### src/rtl/utaux_consts.svh
// constants for the uart interrupt, counter/timer and aux output block
`ifndef UTAUX_CONSTS_SVH
`define UTAUX_CONSTS_SVH

`define UTAUX_OFF_ACR 4'h0
`define UTAUX_OFF_ISR 4'h1
`define UTAUX_OFF_IMR 4'h2
`define UTAUX_OFF_PRESET_HIGH_BYTE 4'h3
`define UTAUX_OFF_PRESET_LOW_BYTE 4'h4
`define UTAUX_OFF_CMD 4'h5

`define UTAUX_CMD_START 4'h1
`define UTAUX_CMD_STOP 4'h2
`define UTAUX_CMD_CLR_COS 4'h3
`define UTAUX_CMD_CLR_BRK 4'h4
`define UTAUX_CMD_RTS_ON 4'h5
`define UTAUX_CMD_RTS_OFF 4'h6

`define UTAUX_ACR_TIMER 6
`define UTAUX_ACR_SRC_HI 5
`define UTAUX_ACR_SRC_LO 4
`define UTAUX_ACR_OSEL_HI 2

`define UTAUX_SRC_PIN 2'h0
`define UTAUX_SRC_PIN16 2'h1
`define UTAUX_SRC_CLK 2'h2
`define UTAUX_SRC_REF16 2'h3

`define UTAUX_OSEL_RTS 3'h0
`define UTAUX_OSEL_CT 3'h1
`define UTAUX_OSEL_TX1X 3'h2
`define UTAUX_OSEL_TX16X 3'h3
`define UTAUX_OSEL_RX1X 3'h4
`define UTAUX_OSEL_RX16X 3'h5
`define UTAUX_OSEL_TX_READY_FLAG 3'h6
`define UTAUX_OSEL_RXRDY 3'h7

`define UTAUX_ACR_RST 8'h00
`define UTAUX_IMR_RST 8'h00
`define UTAUX_PRESET_RST 16'h0002
`define UTAUX_DIV16_LAST 4'hf
`define UTAUX_FIFO_FULL 2'h3

`endif

### src/rtl/utaux_pkg.sv
// types shared by the uart interrupt, counter/timer and aux output block
package utaux_pkg;

    typedef struct packed {
        logic [3:0] addr;
        logic [7:0] wdata;
        logic wr;
        logic rd;
    } utaux_bus_t;

    typedef struct packed {
        logic tx_ready_flag;
        logic tx_empty_flag;
        logic [1:0] rx_fifo_level;
        logic rx_shift_full;
        logic break_change;
        logic tx_clk_1x;
        logic tx_clk_16x;
        logic rx_clk_1x;
        logic rx_clk_16x;
        logic rx_full_sel;
        logic rx_rts_ctrl;
        logic tx_rts_ctrl;
    } utaux_chan_t;

    typedef enum logic [1:0] {
        CT_STOPPED,
        CT_COUNTING,
        CT_TERMINAL
    } utaux_ct_state_t;

endpackage

### src/rtl/utaux_top.sv
// interrupt status/mask, 16-bit counter/timer and aux output selector
// How it works
// code 000: rts low, commands, auto negate
// code 001: counter/timer output on aux pin
// codes 010/011: transmitter 1x and 16x clocks
// codes 100/101: receiver 1x and 16x clocks
// code 110: inverted transmitter ready flag
// code 111: inverted status bit two
// interrupt low when status and mask bits
// status reads unmasked, cleared on reset
// bit 7 sets on input change, command clears
// bit 6 is input level latched at read
// counter: bit 4 at terminal, stop clears
// timer: bit 4 once per wave, stop clears
// bit 3 break change, command clears
// bit 2 as receiver ready
// bit 2 as fifo full
// bits 1,0 mirror tx empty, tx ready
// mask bit 6 with high input interrupts
// 16-bit preset from two byte registers
// software never loads preset below two
// timer period twice preset, next half
// counter starts on command, runs past zero
// counter preset used only at start
// control bit 6 picks counter or timer
// timer reloads at zero and toggles wave
//
// Chosen here: strobed register access and the register addresses.
`timescale 1ns/100ps
`default_nettype none
`include "utaux_consts.svh"

module utaux_top
    import utaux_pkg::*;
(
    input wire logic REF_CLK,
    input wire logic RST_N,
    input wire utaux_bus_t BUS,
    output logic [7:0] RDATA,
    input wire utaux_chan_t CHAN,
    input wire logic AUX_INPUT_PIN,
    output logic AUX_OUTPUT_PIN,
    output logic IRQ_OUT_N
);

    logic [7:0] aux_control_reg_q;
    logic [7:0] irq_mask_reg_q;
    logic [7:0] preset_high_byte_q;
    logic [7:0] preset_low_byte_q;
    logic [15:0] preset;
    logic [15:0] cnt_q;
    logic [3:0] pin_div_q;
    logic [3:0] ref_div_q;
    logic pin_prev_q;
    logic tx1x_prev_q;
    logic tx_empty_prev_q;
    logic sq_q;
    utaux_ct_state_t ct_state_q;
    logic cos_q;
    logic pin_latch_q;
    logic brk_q;
    logic ctr_rdy_q;
    logic request_to_send_n_q;
    logic aux_q;
    logic irq_n_q;
    logic [7:0] rdata_q;
    logic cmd_wr;
    logic cmd_start;
    logic cmd_stop;
    logic timer_mode;
    logic tick;
    logic pin_rise;
    logic ct_out;
    logic timer_wrap;
    logic tc_hit;
    logic rx_flag;
    logic [7:0] irq_status_reg;
    logic [7:0] irq_src;

    assign preset = {preset_high_byte_q, preset_low_byte_q};
    assign timer_mode = aux_control_reg_q[`UTAUX_ACR_TIMER];
    assign cmd_wr = BUS.wr && (BUS.addr == `UTAUX_OFF_CMD);
    assign cmd_start = cmd_wr && (BUS.wdata[3:0] == `UTAUX_CMD_START);
    assign cmd_stop = cmd_wr && (BUS.wdata[3:0] == `UTAUX_CMD_STOP);
    assign pin_rise = AUX_INPUT_PIN && !pin_prev_q;

    // register writes; imr and preset bytes are write-only
    always_ff @(posedge REF_CLK or negedge RST_N) begin
        if (!RST_N) begin
            aux_control_reg_q <= `UTAUX_ACR_RST;
            irq_mask_reg_q <= `UTAUX_IMR_RST;
            preset_high_byte_q <= 8'(`UTAUX_PRESET_RST >> 8);
            preset_low_byte_q <= 8'(`UTAUX_PRESET_RST);
        end else if (BUS.wr) begin
            unique case (BUS.addr)
                `UTAUX_OFF_ACR: aux_control_reg_q <= BUS.wdata;
                `UTAUX_OFF_IMR: irq_mask_reg_q <= BUS.wdata;
                `UTAUX_OFF_PRESET_HIGH_BYTE: preset_high_byte_q <= BUS.wdata;
                `UTAUX_OFF_PRESET_LOW_BYTE: preset_low_byte_q <= BUS.wdata;
                default: ;
            endcase
        end
    end

    // edge history for the input pin, transmitter clock and tx empty
    always_ff @(posedge REF_CLK or negedge RST_N) begin
        if (!RST_N) begin
            pin_prev_q <= 1'b0;
            tx1x_prev_q <= 1'b0;
            tx_empty_prev_q <= 1'b0;
        end else begin
            pin_prev_q <= AUX_INPUT_PIN;
            tx1x_prev_q <= CHAN.tx_clk_1x;
            tx_empty_prev_q <= CHAN.tx_empty_flag;
        end
    end

    // divide-by-16 prescalers for the pin and reference clock sources
    always_ff @(posedge REF_CLK or negedge RST_N) begin
        if (!RST_N) begin
            pin_div_q <= 4'h0;
            ref_div_q <= 4'h0;
        end else begin
            ref_div_q <= ref_div_q + 4'h1;
            if (pin_rise) begin
                pin_div_q <= pin_div_q + 4'h1;
            end
        end
    end

    // clock source select: code 10 is the tx 1x clock when counting
    always_comb begin
        unique case (aux_control_reg_q[`UTAUX_ACR_SRC_HI:`UTAUX_ACR_SRC_LO])
            `UTAUX_SRC_PIN: tick = pin_rise;
            `UTAUX_SRC_PIN16: tick = pin_rise && (pin_div_q == `UTAUX_DIV16_LAST);
            `UTAUX_SRC_CLK: tick = timer_mode ? 1'b1 : (CHAN.tx_clk_1x && !tx1x_prev_q);
            `UTAUX_SRC_REF16: tick = (ref_div_q == `UTAUX_DIV16_LAST);
        endcase
    end

    // preset below two is not guarded; software keeps it legal
    assign timer_wrap = timer_mode && tick && (cnt_q <= 16'h0001);
    assign tc_hit = !timer_mode && tick && (ct_state_q == CT_COUNTING)
        && (cnt_q == 16'h0001);

    always_ff @(posedge REF_CLK or negedge RST_N) begin
        if (!RST_N) begin
            cnt_q <= `UTAUX_PRESET_RST;
            sq_q <= 1'b1;
        end else if (timer_mode) begin
            if (timer_wrap) begin
                cnt_q <= preset; // new preset only at half-period end
                sq_q <= !sq_q;
            end else if (tick) begin
                cnt_q <= cnt_q - 16'h0001;
            end
        end else if (cmd_start) begin
            cnt_q <= preset;
        end else if (tick && (ct_state_q != CT_STOPPED)) begin
            cnt_q <= cnt_q - 16'h0001; // wraps past zero and keeps going
        end
    end

    always_ff @(posedge REF_CLK or negedge RST_N) begin
        if (!RST_N) begin
            ct_state_q <= CT_STOPPED;
        end else if (cmd_start) begin
            ct_state_q <= CT_COUNTING;
        end else if (cmd_stop) begin
            ct_state_q <= CT_STOPPED;
        end else if (tc_hit) begin
            ct_state_q <= CT_TERMINAL;
        end
    end

    assign ct_out = timer_mode ? sq_q : (ct_state_q != CT_TERMINAL);

    // counter ready: stop clears, but a simultaneous set wins
    always_ff @(posedge REF_CLK or negedge RST_N) begin
        if (!RST_N) begin
            ctr_rdy_q <= 1'b0;
        end else if (tc_hit || (timer_wrap && sq_q)) begin
            ctr_rdy_q <= 1'b1; // once per wave, on the falling half
        end else if (cmd_stop) begin
            ctr_rdy_q <= 1'b0; // timer keeps running
        end
    end

    always_ff @(posedge REF_CLK or negedge RST_N) begin
        if (!RST_N) begin
            cos_q <= 1'b0;
        end else if (AUX_INPUT_PIN != pin_prev_q) begin
            cos_q <= 1'b1;
        end else if (cmd_wr && (BUS.wdata[3:0] == `UTAUX_CMD_CLR_COS)) begin
            cos_q <= 1'b0;
        end
    end

    always_ff @(posedge REF_CLK or negedge RST_N) begin
        if (!RST_N) begin
            brk_q <= 1'b0;
        end else if (CHAN.break_change) begin
            brk_q <= 1'b1;
        end else if (cmd_wr && (BUS.wdata[3:0] == `UTAUX_CMD_CLR_BRK)) begin
            brk_q <= 1'b0;
        end
    end

    // pin level captured at the status read strobe; must match read data bit 6
    always_ff @(posedge REF_CLK or negedge RST_N) begin
        if (!RST_N) begin
            pin_latch_q <= 1'b0;
        end else if (BUS.rd && (BUS.addr == `UTAUX_OFF_ISR)) begin
            pin_latch_q <= AUX_INPUT_PIN;
        end
    end

    // fifo level reflects both fill and read, so set again follows naturally
    assign rx_flag = CHAN.rx_full_sel
        ? ((CHAN.rx_fifo_level == `UTAUX_FIFO_FULL))
        : (CHAN.rx_fifo_level != 2'h0);

    assign irq_status_reg = {cos_q, AUX_INPUT_PIN, 1'b0, ctr_rdy_q, brk_q, rx_flag,
        CHAN.tx_empty_flag, CHAN.tx_ready_flag};
    // bit 6 of the source vector is the live pin, so mask bit 6 is level-triggered
    assign irq_src = irq_status_reg & irq_mask_reg_q;

    always_ff @(posedge REF_CLK or negedge RST_N) begin
        if (!RST_N) begin
            irq_n_q <= 1'b1;
        end else begin
            irq_n_q <= !(|irq_src);
        end
    end

    // rts: pin level register, high means negated
    always_ff @(posedge REF_CLK or negedge RST_N) begin
        if (!RST_N) begin
            request_to_send_n_q <= 1'b1;
        end else if (cmd_wr && (BUS.wdata[3:0] == `UTAUX_CMD_RTS_ON)) begin
            request_to_send_n_q <= 1'b0;
        end else if (cmd_wr && (BUS.wdata[3:0] == `UTAUX_CMD_RTS_OFF)) begin
            request_to_send_n_q <= 1'b1;
        end else if (CHAN.tx_rts_ctrl && CHAN.tx_empty_flag && !tx_empty_prev_q) begin
            request_to_send_n_q <= 1'b1; // after last bit shifted out
        end else if (CHAN.rx_rts_ctrl && CHAN.rx_shift_full
            && (CHAN.rx_fifo_level == `UTAUX_FIFO_FULL)) begin
            request_to_send_n_q <= 1'b1; // receiver fully backed up
        end
    end

    // output select; registered, so the pin lags its source by one cycle
    always_ff @(posedge REF_CLK or negedge RST_N) begin
        if (!RST_N) begin
            aux_q <= 1'b1;
        end else begin
            unique case (aux_control_reg_q[`UTAUX_ACR_OSEL_HI:0])
                `UTAUX_OSEL_RTS: aux_q <= request_to_send_n_q;
                `UTAUX_OSEL_CT: aux_q <= ct_out;
                `UTAUX_OSEL_TX1X: aux_q <= CHAN.tx_clk_1x;
                `UTAUX_OSEL_TX16X: aux_q <= CHAN.tx_clk_16x;
                `UTAUX_OSEL_RX1X: aux_q <= CHAN.rx_clk_1x;
                `UTAUX_OSEL_RX16X: aux_q <= CHAN.rx_clk_16x;
                `UTAUX_OSEL_TX_READY_FLAG: aux_q <= !CHAN.tx_ready_flag;
                `UTAUX_OSEL_RXRDY: aux_q <= !rx_flag;
            endcase
        end
    end

    // read port: data stands one cycle after the strobe, unmapped reads zero
    always_ff @(posedge REF_CLK or negedge RST_N) begin
        if (!RST_N) begin
            rdata_q <= 8'h00;
        end else if (BUS.rd) begin
            unique case (BUS.addr)
                `UTAUX_OFF_ACR: rdata_q <= aux_control_reg_q;
                `UTAUX_OFF_ISR: rdata_q <= irq_status_reg; // unmasked
                default: rdata_q <= 8'h00;
            endcase
        end else begin
            rdata_q <= 8'h00;
        end
    end

    assign RDATA = rdata_q;
    assign AUX_OUTPUT_PIN = aux_q;
    assign IRQ_OUT_N = irq_n_q;
endmodule
`default_nettype wire

### config.mk
export PLATFORM = sky130hd
export DESIGN_NAME = utaux_top
export DESIGN_NICKNAME = d
export VERILOG_FILES = /design/src/rtl/utaux_pkg.sv /design/src/rtl/utaux_top.sv
export VERILOG_INCLUDE_DIRS = /design/src /design/src/rtl
export SDC_FILE = /design/constraint.sdc
export NUM_CORES = 1
export LEC_CHECK = 0
export ABC_AREA = 1
export BUFFER_PORTS_ARGS = -buffer_cell sky130_fd_sc_hd__buf_2
export CORE_ASPECT_RATIO = 2
export CORE_MARGIN = 2
export CORE_UTILIZATION = 59
export DETAILED_ROUTE_END_ITERATION = 12
export PLACE_DENSITY_LB_ADDON = 0.08
export SLEW_MARGIN = 20
export SYNTH_ARGS = -nofsm -noshare
export SYNTH_HDL_FRONTEND = slang
export SYNTH_SLANG_ARGS = --single-unit
### constraint.sdc
create_clock -name REF_CLK -period 2 [get_ports REF_CLK]
set_input_delay 0.2 -clock REF_CLK [delete_from_list [all_inputs] [get_ports REF_CLK]]
set_output_delay 0.2 -clock REF_CLK [all_outputs]
set_load 0.01 [all_outputs]
==> out/qor.yml, run 1 <==
start_kind: "flop"
syn_to_final_growth_pct: 17.6
synth.area.top_cells: "dfrtp_1 (44%), nand2_1 (14%), inv_1 (6.0%), nand3_1 (5.4%), o21ai_0 (4.9%)"
fp.dieW_um: 62.0
hold_start: "AUX_INPUT_PIN"
period_share_pct: 92.4
placedCellCount: 629
grt_pass1_wl_mm: 17.1
slowest_stage: "dfrtp_1"
setup_tns_ns: 0
yosysUniqueCellTypes: 43
drc: 0
worst_pin_slew_ns: 0.573
crit_top_cell: "nor2_1"
multi_input_area_sq_mm: 0.00177
syn_avg_cell_area_sq_um: 7.91
yosys_register_bits: 75
utilization_pct: 71.0
cpPeakStageDelay_ns: 0.41
numCtsBuffers: 9
top_layer: "met4"
finalNonFillerCells: 649
htreeDepth: 3
synth_top_area_cell: "dfrtp_1"
critPathCaptureType: "flop"
synthArstFlopShare_pct: 100
start_util_pct: 60.3
ios: 40
port_buffers: 39
nets: 591
crit_family: "simple AND/OR/NAND/NOR gates"
p_per_area_mw_per_mm2: 1120
netlist_top_cells_count: "nand2_1 (143), dfrtp_1 (69), inv_1 (63)"
min_period_ns: 1.85
core_sq_mm: 0.00657
r2r_slack_ns: 0.15
firstDrtPassIters: 4
cp_cell_sequence: "inv_1 -> ha_1 -> nand2_2 -> a21oi_4 -> nand4_4 -> buf_4 -> a21boi_1 -> nor2_1 -> nor2_1"
fillers: 545
r2r-end: "cnt_q[12]"
antenna_left: 0
worst_hold_slack_ns: 0.0374
wl_per_cell_um: 16.2
crit_type: "flop to flop"
postSynthCellCount: 501
synth_flop_cell: "dfrtp_1"
crit_fanout: 10
max-slew-margin-rel_pct: 61.4
hold_depth: 1
cts.sinks: 75
arrival_ns: 2.12
worstHoldEndpoint: "pin_prev_q"
hpwl_mm: 7.73
final-setup-viol-count: 0
met3WireLength_um: 347
reg2regPathDepth: 9
antenna_found_initial: 0
die-area_sq_mm: 0.00743
num_rows: 42
synth_area_sq_mm: 0.00396
cts_tree: "done"
critPathBufInv: 2
worstSkewPairLatency_ns: 0.34
fmax_mhz: 541
place.gp.congestion: 0.941
grtUsageTotal_pct: 32.2
drt-initial-drc-count: 210
min_path_type: "input pin to flop"
synth_edf_count: 0
reg2reg_from: "cnt_q[0]"
viasPerCell: 5.45
totalWireLength_mm: 10.5
required_ns: 2.27
fin_skew_ns: 0.0101
rsz0062_at_grt: "no"
drive_gt1_share_pct: 18.7
fp.dieH_um: 120
grt_pass1_vias: 3580
syn_nets: 536
cellLeakagePower_nw: 2.41
cap_violations: 0
grt_max_degree: 42
grt-ovfl-total: 0
cts_root_buf: "clkbuf_16"
synth_seq_area_share_pct: 47.5
clk_pin_slew_ns: 0.06
wirelength_met1_mm: 3.64
num_vias: 3534
synth_top_area_share_pct: 43.6
cts_buffer_depth: 2
antenna_cells: 0
slew_violations: 0
ys_warn_count: 0
seqCellArea_sq_mm: 0.00188
status: "complete, no violations"
hold_viol: 0
peakVddDrop_uv: 721
wl_met2_mm: 6.00
synth.most_common_cell: "nand2_1"
==> power breakdown <==
part	switching, W	total, W	leakage, nW	internal, W
Clock	0.000607	0.00165	0.146	0.00104
Sequential	0.000308	0.00217	0.918	0.00186
Combinational	0.000891	0.00142	1.34	0.000531
==> layout make-up <==
cell class	count	area share, %
sequential	75	40.4
multi-input combinational	349	38.0
timing repair buffer	55	7.19
clock buffer	13	5.58
inverter	66	5.45
tap	88	2.36
clock inverter	3	0.993
==> flip-flops by register name, indices dropped and copies added, names as in the netlist, 2 cells and up <==
| signal | cells |
|---|---|
| aux_control_reg_q | 8 |
| preset_low_byte_q | 8 |
| ct_state_q | 2 |
| ref_div_q | 4 |
| preset_high_byte_q | 8 |
| irq_mask_reg_q | 7 |
| cnt_q | 16 |
| pin_div_q | 4 |
| RDATA | 8 |
==> cells by family (layout without fill, tap and decap cells) <==
family          Yosys count  in the layout  share of synthesized area, %
compound gates           68             68                          9.88
mux                       1              1                         0.284
fa+ha+maj                 5              5                          1.58
simple gates            264            264                          30.1
xor+xnor                 11             11                          2.43
flops                    75             75                          47.5
buf+inv                  77            137                          8.21
==> through the flow <==
| stage | worst slack, ns | total power (W) | cell area, sq um |
|---|---|---|---|
| 6_report | 0.152 | 0.00524 | 4660 |
| 3_5_place_dp | 0.0630 | 0.00356 | 4300 |
| 2_1_floorplan | 0.398 | 0.00312 | 3960 |
| 5_1_grt | 0.00325 | 0.00555 | 4660 |
| 4_1_cts | 0.0519 | 0.00522 | 4630 |
| 3_3_place_gp | 0.106 | 0.00349 | 4300 |
==> worst max-delay path by stage <==
stage | slack [ns] | end | start | cells after the start
2_1_floorplan | 0.40 | cnt_q[11] | cnt_q[0] | 10
3_3_place_gp | 0.11 | cnt_q[14] | ref_div_q[0] | 13
3_5_place_dp | 0.06 | cnt_q[15] | ref_div_q[0] | 13
4_1_cts | 0.05 | cnt_q[15] | ref_div_q[0] | 13
5_1_grt | 0.003 | cnt_q[2] | cnt_q[0] | 9
6_report | 0.15 | cnt_q[12] | cnt_q[0] | 9
==> routing by layer <==
metal | GRT usage (%) | up-vias
met1 | 34.1 | 1679
met3 | 4.42 | 36
met2 | 56.8 | 103
met5 | 0 | -
met4 | 18.0 | 0
li1 | - | 1716
==> placed cells by master, fill, tap and decap left out, types with 2 or more instances in the layout <==
master and instances:
dlygate4sd3_1 2, nor2_1 41, clkbuf_16 9, o211ai_1 2, ha_1 4, nand3_1 43, buf_2 38, clkbuf_8 2
inv_1 62, inv_2 2, nand2_2 7, or2_2 2, nor2_2 7, dfrtp_1 69, a21oi_2 2, dfstp_2 6
nand4_1 8, clkbuf_1 2, clkinvlp_4 2, a21oi_1 13, xor2_1 9, nand4_4 2, xnor2_1 2, o21ai_0 39
nand2_1 142, buf_4 14, a21boi_0 2, a21boi_1 2, nor3_1 3, nand3b_1 2
==> timing repair <==
| action | in CTS | in global routing |
|---|---|---|
| buffers inserted | 0 | 2 |
| resized for setup | 0 | 5 |
| endpoints found under the hold margin | 36 | 0 |
| setup endpoints to repair | 0 | 14 |
| hold buffers | 2 | 0 |
Power figures use the tool's default switching activity.
==> run 2, diff against run 1 <==
--- a/config.mk
+++ b/config.mk
@@ -6,12 +6,13 @@
 export SDC_FILE = /design/constraint.sdc
 export NUM_CORES = 1
 export LEC_CHECK = 0
-export ABC_AREA = 1
+export ABC_AREA = 0
 export BUFFER_PORTS_ARGS = -buffer_cell sky130_fd_sc_hd__buf_2
 export CORE_ASPECT_RATIO = 2
 export CORE_MARGIN = 2
-export CORE_UTILIZATION = 59
+export CORE_UTILIZATION = 58
 export DETAILED_ROUTE_END_ITERATION = 12
+export HOLD_SLACK_MARGIN = 0.12
 export PLACE_DENSITY_LB_ADDON = 0.08
 export SLEW_MARGIN = 20
 export SYNTH_ARGS = -nofsm -noshare
==> run 2 against run 1 <==
- the flow now finishes with violations (negative setup slack)
- global-route usage fell by 3.9 points
- count of clock-buffer cells in the layout is 2 lower
- register-to-register slack got worse by 0.31 ns
==> out/qor.yml, run 2 <==
status: "finished, violations left"
violations: "negative setup slack"
slew_violations: 0  # unchanged
start_util_pct: 59.2  # -1.1 points
fmax_mhz: 463  # -14%
cts_root_buf: "clkbuf_16"
clk_pin_slew_ns: 0.06  # about the same
crit_type: "flop to flop"
min_period_ns: 2.16  # +0.312 ns
netlist_top_cells_count: "dfrtp_1 (69), nand2_1 (32), mux2_2 (31)"
totalWireLength_mm: 9.04  # -14%
final_common_cell: "dfrtp_1"
cts.sinks: 75  # unchanged
top_register: "cnt_q"
utilization_pct: 76.4  # +5.5 points
synth.most_common_cell: "dfrtp_1"
place.gp.congestion: 0.848  # -9.9%
arrival_ns: 2.38  # +0.26 ns
required_ns: 2.22  # -0.05 ns
crit_fanout: 6  # -4
worstSkewPairLatency_ns: 0.34  # about the same
synth_edf_count: 0  # unchanged
cap_violations: 0  # unchanged
num_vias: 2987  # -15%
grt-ovfl-total: 0  # unchanged
seqPwrFrac_pct: 40.0  # -1.4 points
period_share_pct: 108  # +16 points
htreeDepth: 3  # unchanged
ios: 40  # unchanged
setup_ws_ns: -0.159  # -0.312 ns
synth_flop_cell: "dfrtp_1"
peakVddDrop_uv: 977  # +35%
fin_skew_ns: 0.00742  # -0.00272 ns
antenna_found_initial: 0  # unchanged
clkPwrFrac_pct: 30.7  # -0.7 points
p_int_w: 0.00390  # +14%
postSynthCellCount: 328  # -35%
viasPerCell: 5.85  # +7.3%
yosys_register_bits: 75  # unchanged
antenna_left: 0  # unchanged
antenna_cells: 0  # unchanged
layout_common_cells: "dfrtp_1 (69), buf_4 (44), buf_2 (39)"
die-area_sq_mm: 0.00703  # -5.4%
num_rows: 41  # -2.4%
worst_pin_slew_ns: 0.599  # +0.0263 ns
syn_nets: 363  # -32%
hold_depth: 2  # +1
cellLeakagePower_nw: 2.23  # -7.3%
reg2reg_from: "pin_div_q[1]"
core_sq_mm: 0.00621  # -5.5%
wl_per_cell_um: 17.7  # +9.4%
synth_area_sq_mm: 0.00367  # -7.3%
p_per_area_mw_per_mm2: 1160  # +3.1%
synth_top_area_cell: "dfrtp_1"
hold_start: "BUS[0]"
p_sw_w: 0.00159  # -12%
synth_top_area_share_pct: 47.0  # +3.4 points
start_kind: "flop"
min_path_type: "input pin to flop"
max-slew-margin-rel_pct: 59.9  # -1.5 points
firstDrtPassIters: 4  # unchanged
nets: 455  # -23%
synth_seq_area_share_pct: 51.3  # +3.7 points
syn_to_final_growth_pct: 29.1
critPathBufInv: 1  # -1
grt_max_degree: 76  # +81%
hpwl_mm: 6.47  # -16%
p_comb_share_pct: 29.3  # +2.1 points
grt_pass1_wl_mm: 14.5  # -16%
fp.dieH_um: 117  # -2.8%
largest_reg_flops: 16  # unchanged
ys_warn_count: 0  # unchanged
cts_buffer_depth: 2  # unchanged
slowest_stage: "dfrtp_1"
synth.area.top_cells: "dfrtp_1 (47%), mux2_2 (9.5%), dfstp_2 (4.3%), nand2_1 (3.3%), a22oi_1 (2.0%)"
drc: 0  # unchanged
hold_viol: 0  # unchanged
worstHoldEndpoint: "RDATA[6]"
fp.dieW_um: 60.3  # -2.7%
setup_tns_ns: -1.71  # -1.71 ns
rsz0062_at_grt: "yes"
r2r-end: "cnt_q[4]"
synthArstFlopShare_pct: 100  # unchanged
syn_avg_cell_area_sq_um: 11.2  # +42%
final-setup-viol-count: 14  # +14
switching_share_pct: 29.0  # -5.5 points
yosysUniqueCellTypes: 51  # +19%
drt-initial-drc-count: 153  # -27%
reg2regPathDepth: 8  # -1
grt_pass1_vias: 2865  # -20%
cp_cell_sequence: "ha_2 -> and4b_1 -> a22o_1 -> o2111a_2 -> nor2_4 -> clkbuf_16 -> mux2_4 -> o22a_1"
cpPeakStageDelay_ns: 0.39  # -0.02 ns
port_buffers: 39  # unchanged
numCtsBuffers: 9  # unchanged
r2r_slack_ns: -0.16  # -0.31 ns
cts_tree: "done"
drive_gt1_share_pct: 37.9  # +19 points
critPathCaptureType: "flop"
crit_family: "compound AO/OA/AOI/OAI gates"
grtUsageTotal_pct: 28.3  # -3.9 points
run 2: cell count changes in the layout (fill, tap and decap cells not counted), sizes merged, moves of 29 or more:
cell,previous run,this run
buf,53,87
inv,66,12
mux2,1,36
nand2,151,32
nand3,44,9
nor2,49,20
o21ai,40,11
run 2: per-stage QoR:
stage                     total power, W  cell area (sq um)  hold slack [ns]  instances  setup slack, ns
after floorplan                  0.00299               3700          -0.0956        328          -0.0931
after global placement           0.00367               4320            0.252        488           -0.110
after detailed placement         0.00375               4320            0.256        488           -0.177
after CTS                        0.00546               4690            0.160        509           -0.176
after global routing             0.00579               4740            0.164        511           -0.218
final                            0.00549               4740            0.165        511           -0.159
run 2: logic make-up after synthesis:
family	share of synthesized area, %
adders and majority gates	1.97
buffers and inverters	2.93
and+or+nand+nor	16.1
xor gates and xnor gates	1.67
muxes	14.7
DFF	51.3
AOI/OAI and AO/OA	11.4
run 2: per-layer routing:
metal / GRT usage (%) / part of all wire, % / vias up
met5: 0 / 0 / -
met2: 43.5 / 49 / 108
met4: 10.8 / 2.4 / 0
met3: 6.87 / 5.7 / 22
li1: - / - / 1389
met1: 38.3 / 42 / 1468
run 2: area by class of cell:
type,count,area [sq um]
well taps,86,108
inverters,12,45.0
clock buffers,11,233
flip-flops and latches,75,1880
repair buffers,93,663
multi-input cells,229,1730
clock inverters,5,78.8
fillers,424,1460
run 2: worst max-delay path by stage:
stage / startpoint / endpoint / slack (ns) / cells after the start
finish: pin_div_q[1] / cnt_q[4] / -0.16 / 8
global route: pin_div_q[1] / cnt_q[6] / -0.22 / 8
CTS: pin_div_q[1] / cnt_q[2] / -0.18 / 8
detailed placement: pin_div_q[1] / cnt_q[3] / -0.18 / 8
global placement: pin_div_q[1] / cnt_q[3] / -0.11 / 8
floorplan: pin_div_q[0] / cnt_q[5] / -0.09 / 8
run 2: repair_timing:
item | in CTS | in global routing
hold endpoints to repair | 73 | 0
gates cloned | 0 | 1
resized for setup | 2 | 5
pin swaps | 1 | 3
hold buffers | 5 | 0
setup buffers | 0 | 1
endpoints found under the setup margin | 15 | 18
run 2: power by group through the flow:
stage	sequential [W]	clock, W	combinational, W
after floorplan	0.00219	0	0.000802
after global placement	0.00218	0	0.00149
after detailed placement	0.00220	0	0.00155
after CTS	0.00218	0.00170	0.00158
after global routing	0.00224	0.00179	0.00177
final	0.00220	0.00169	0.00161
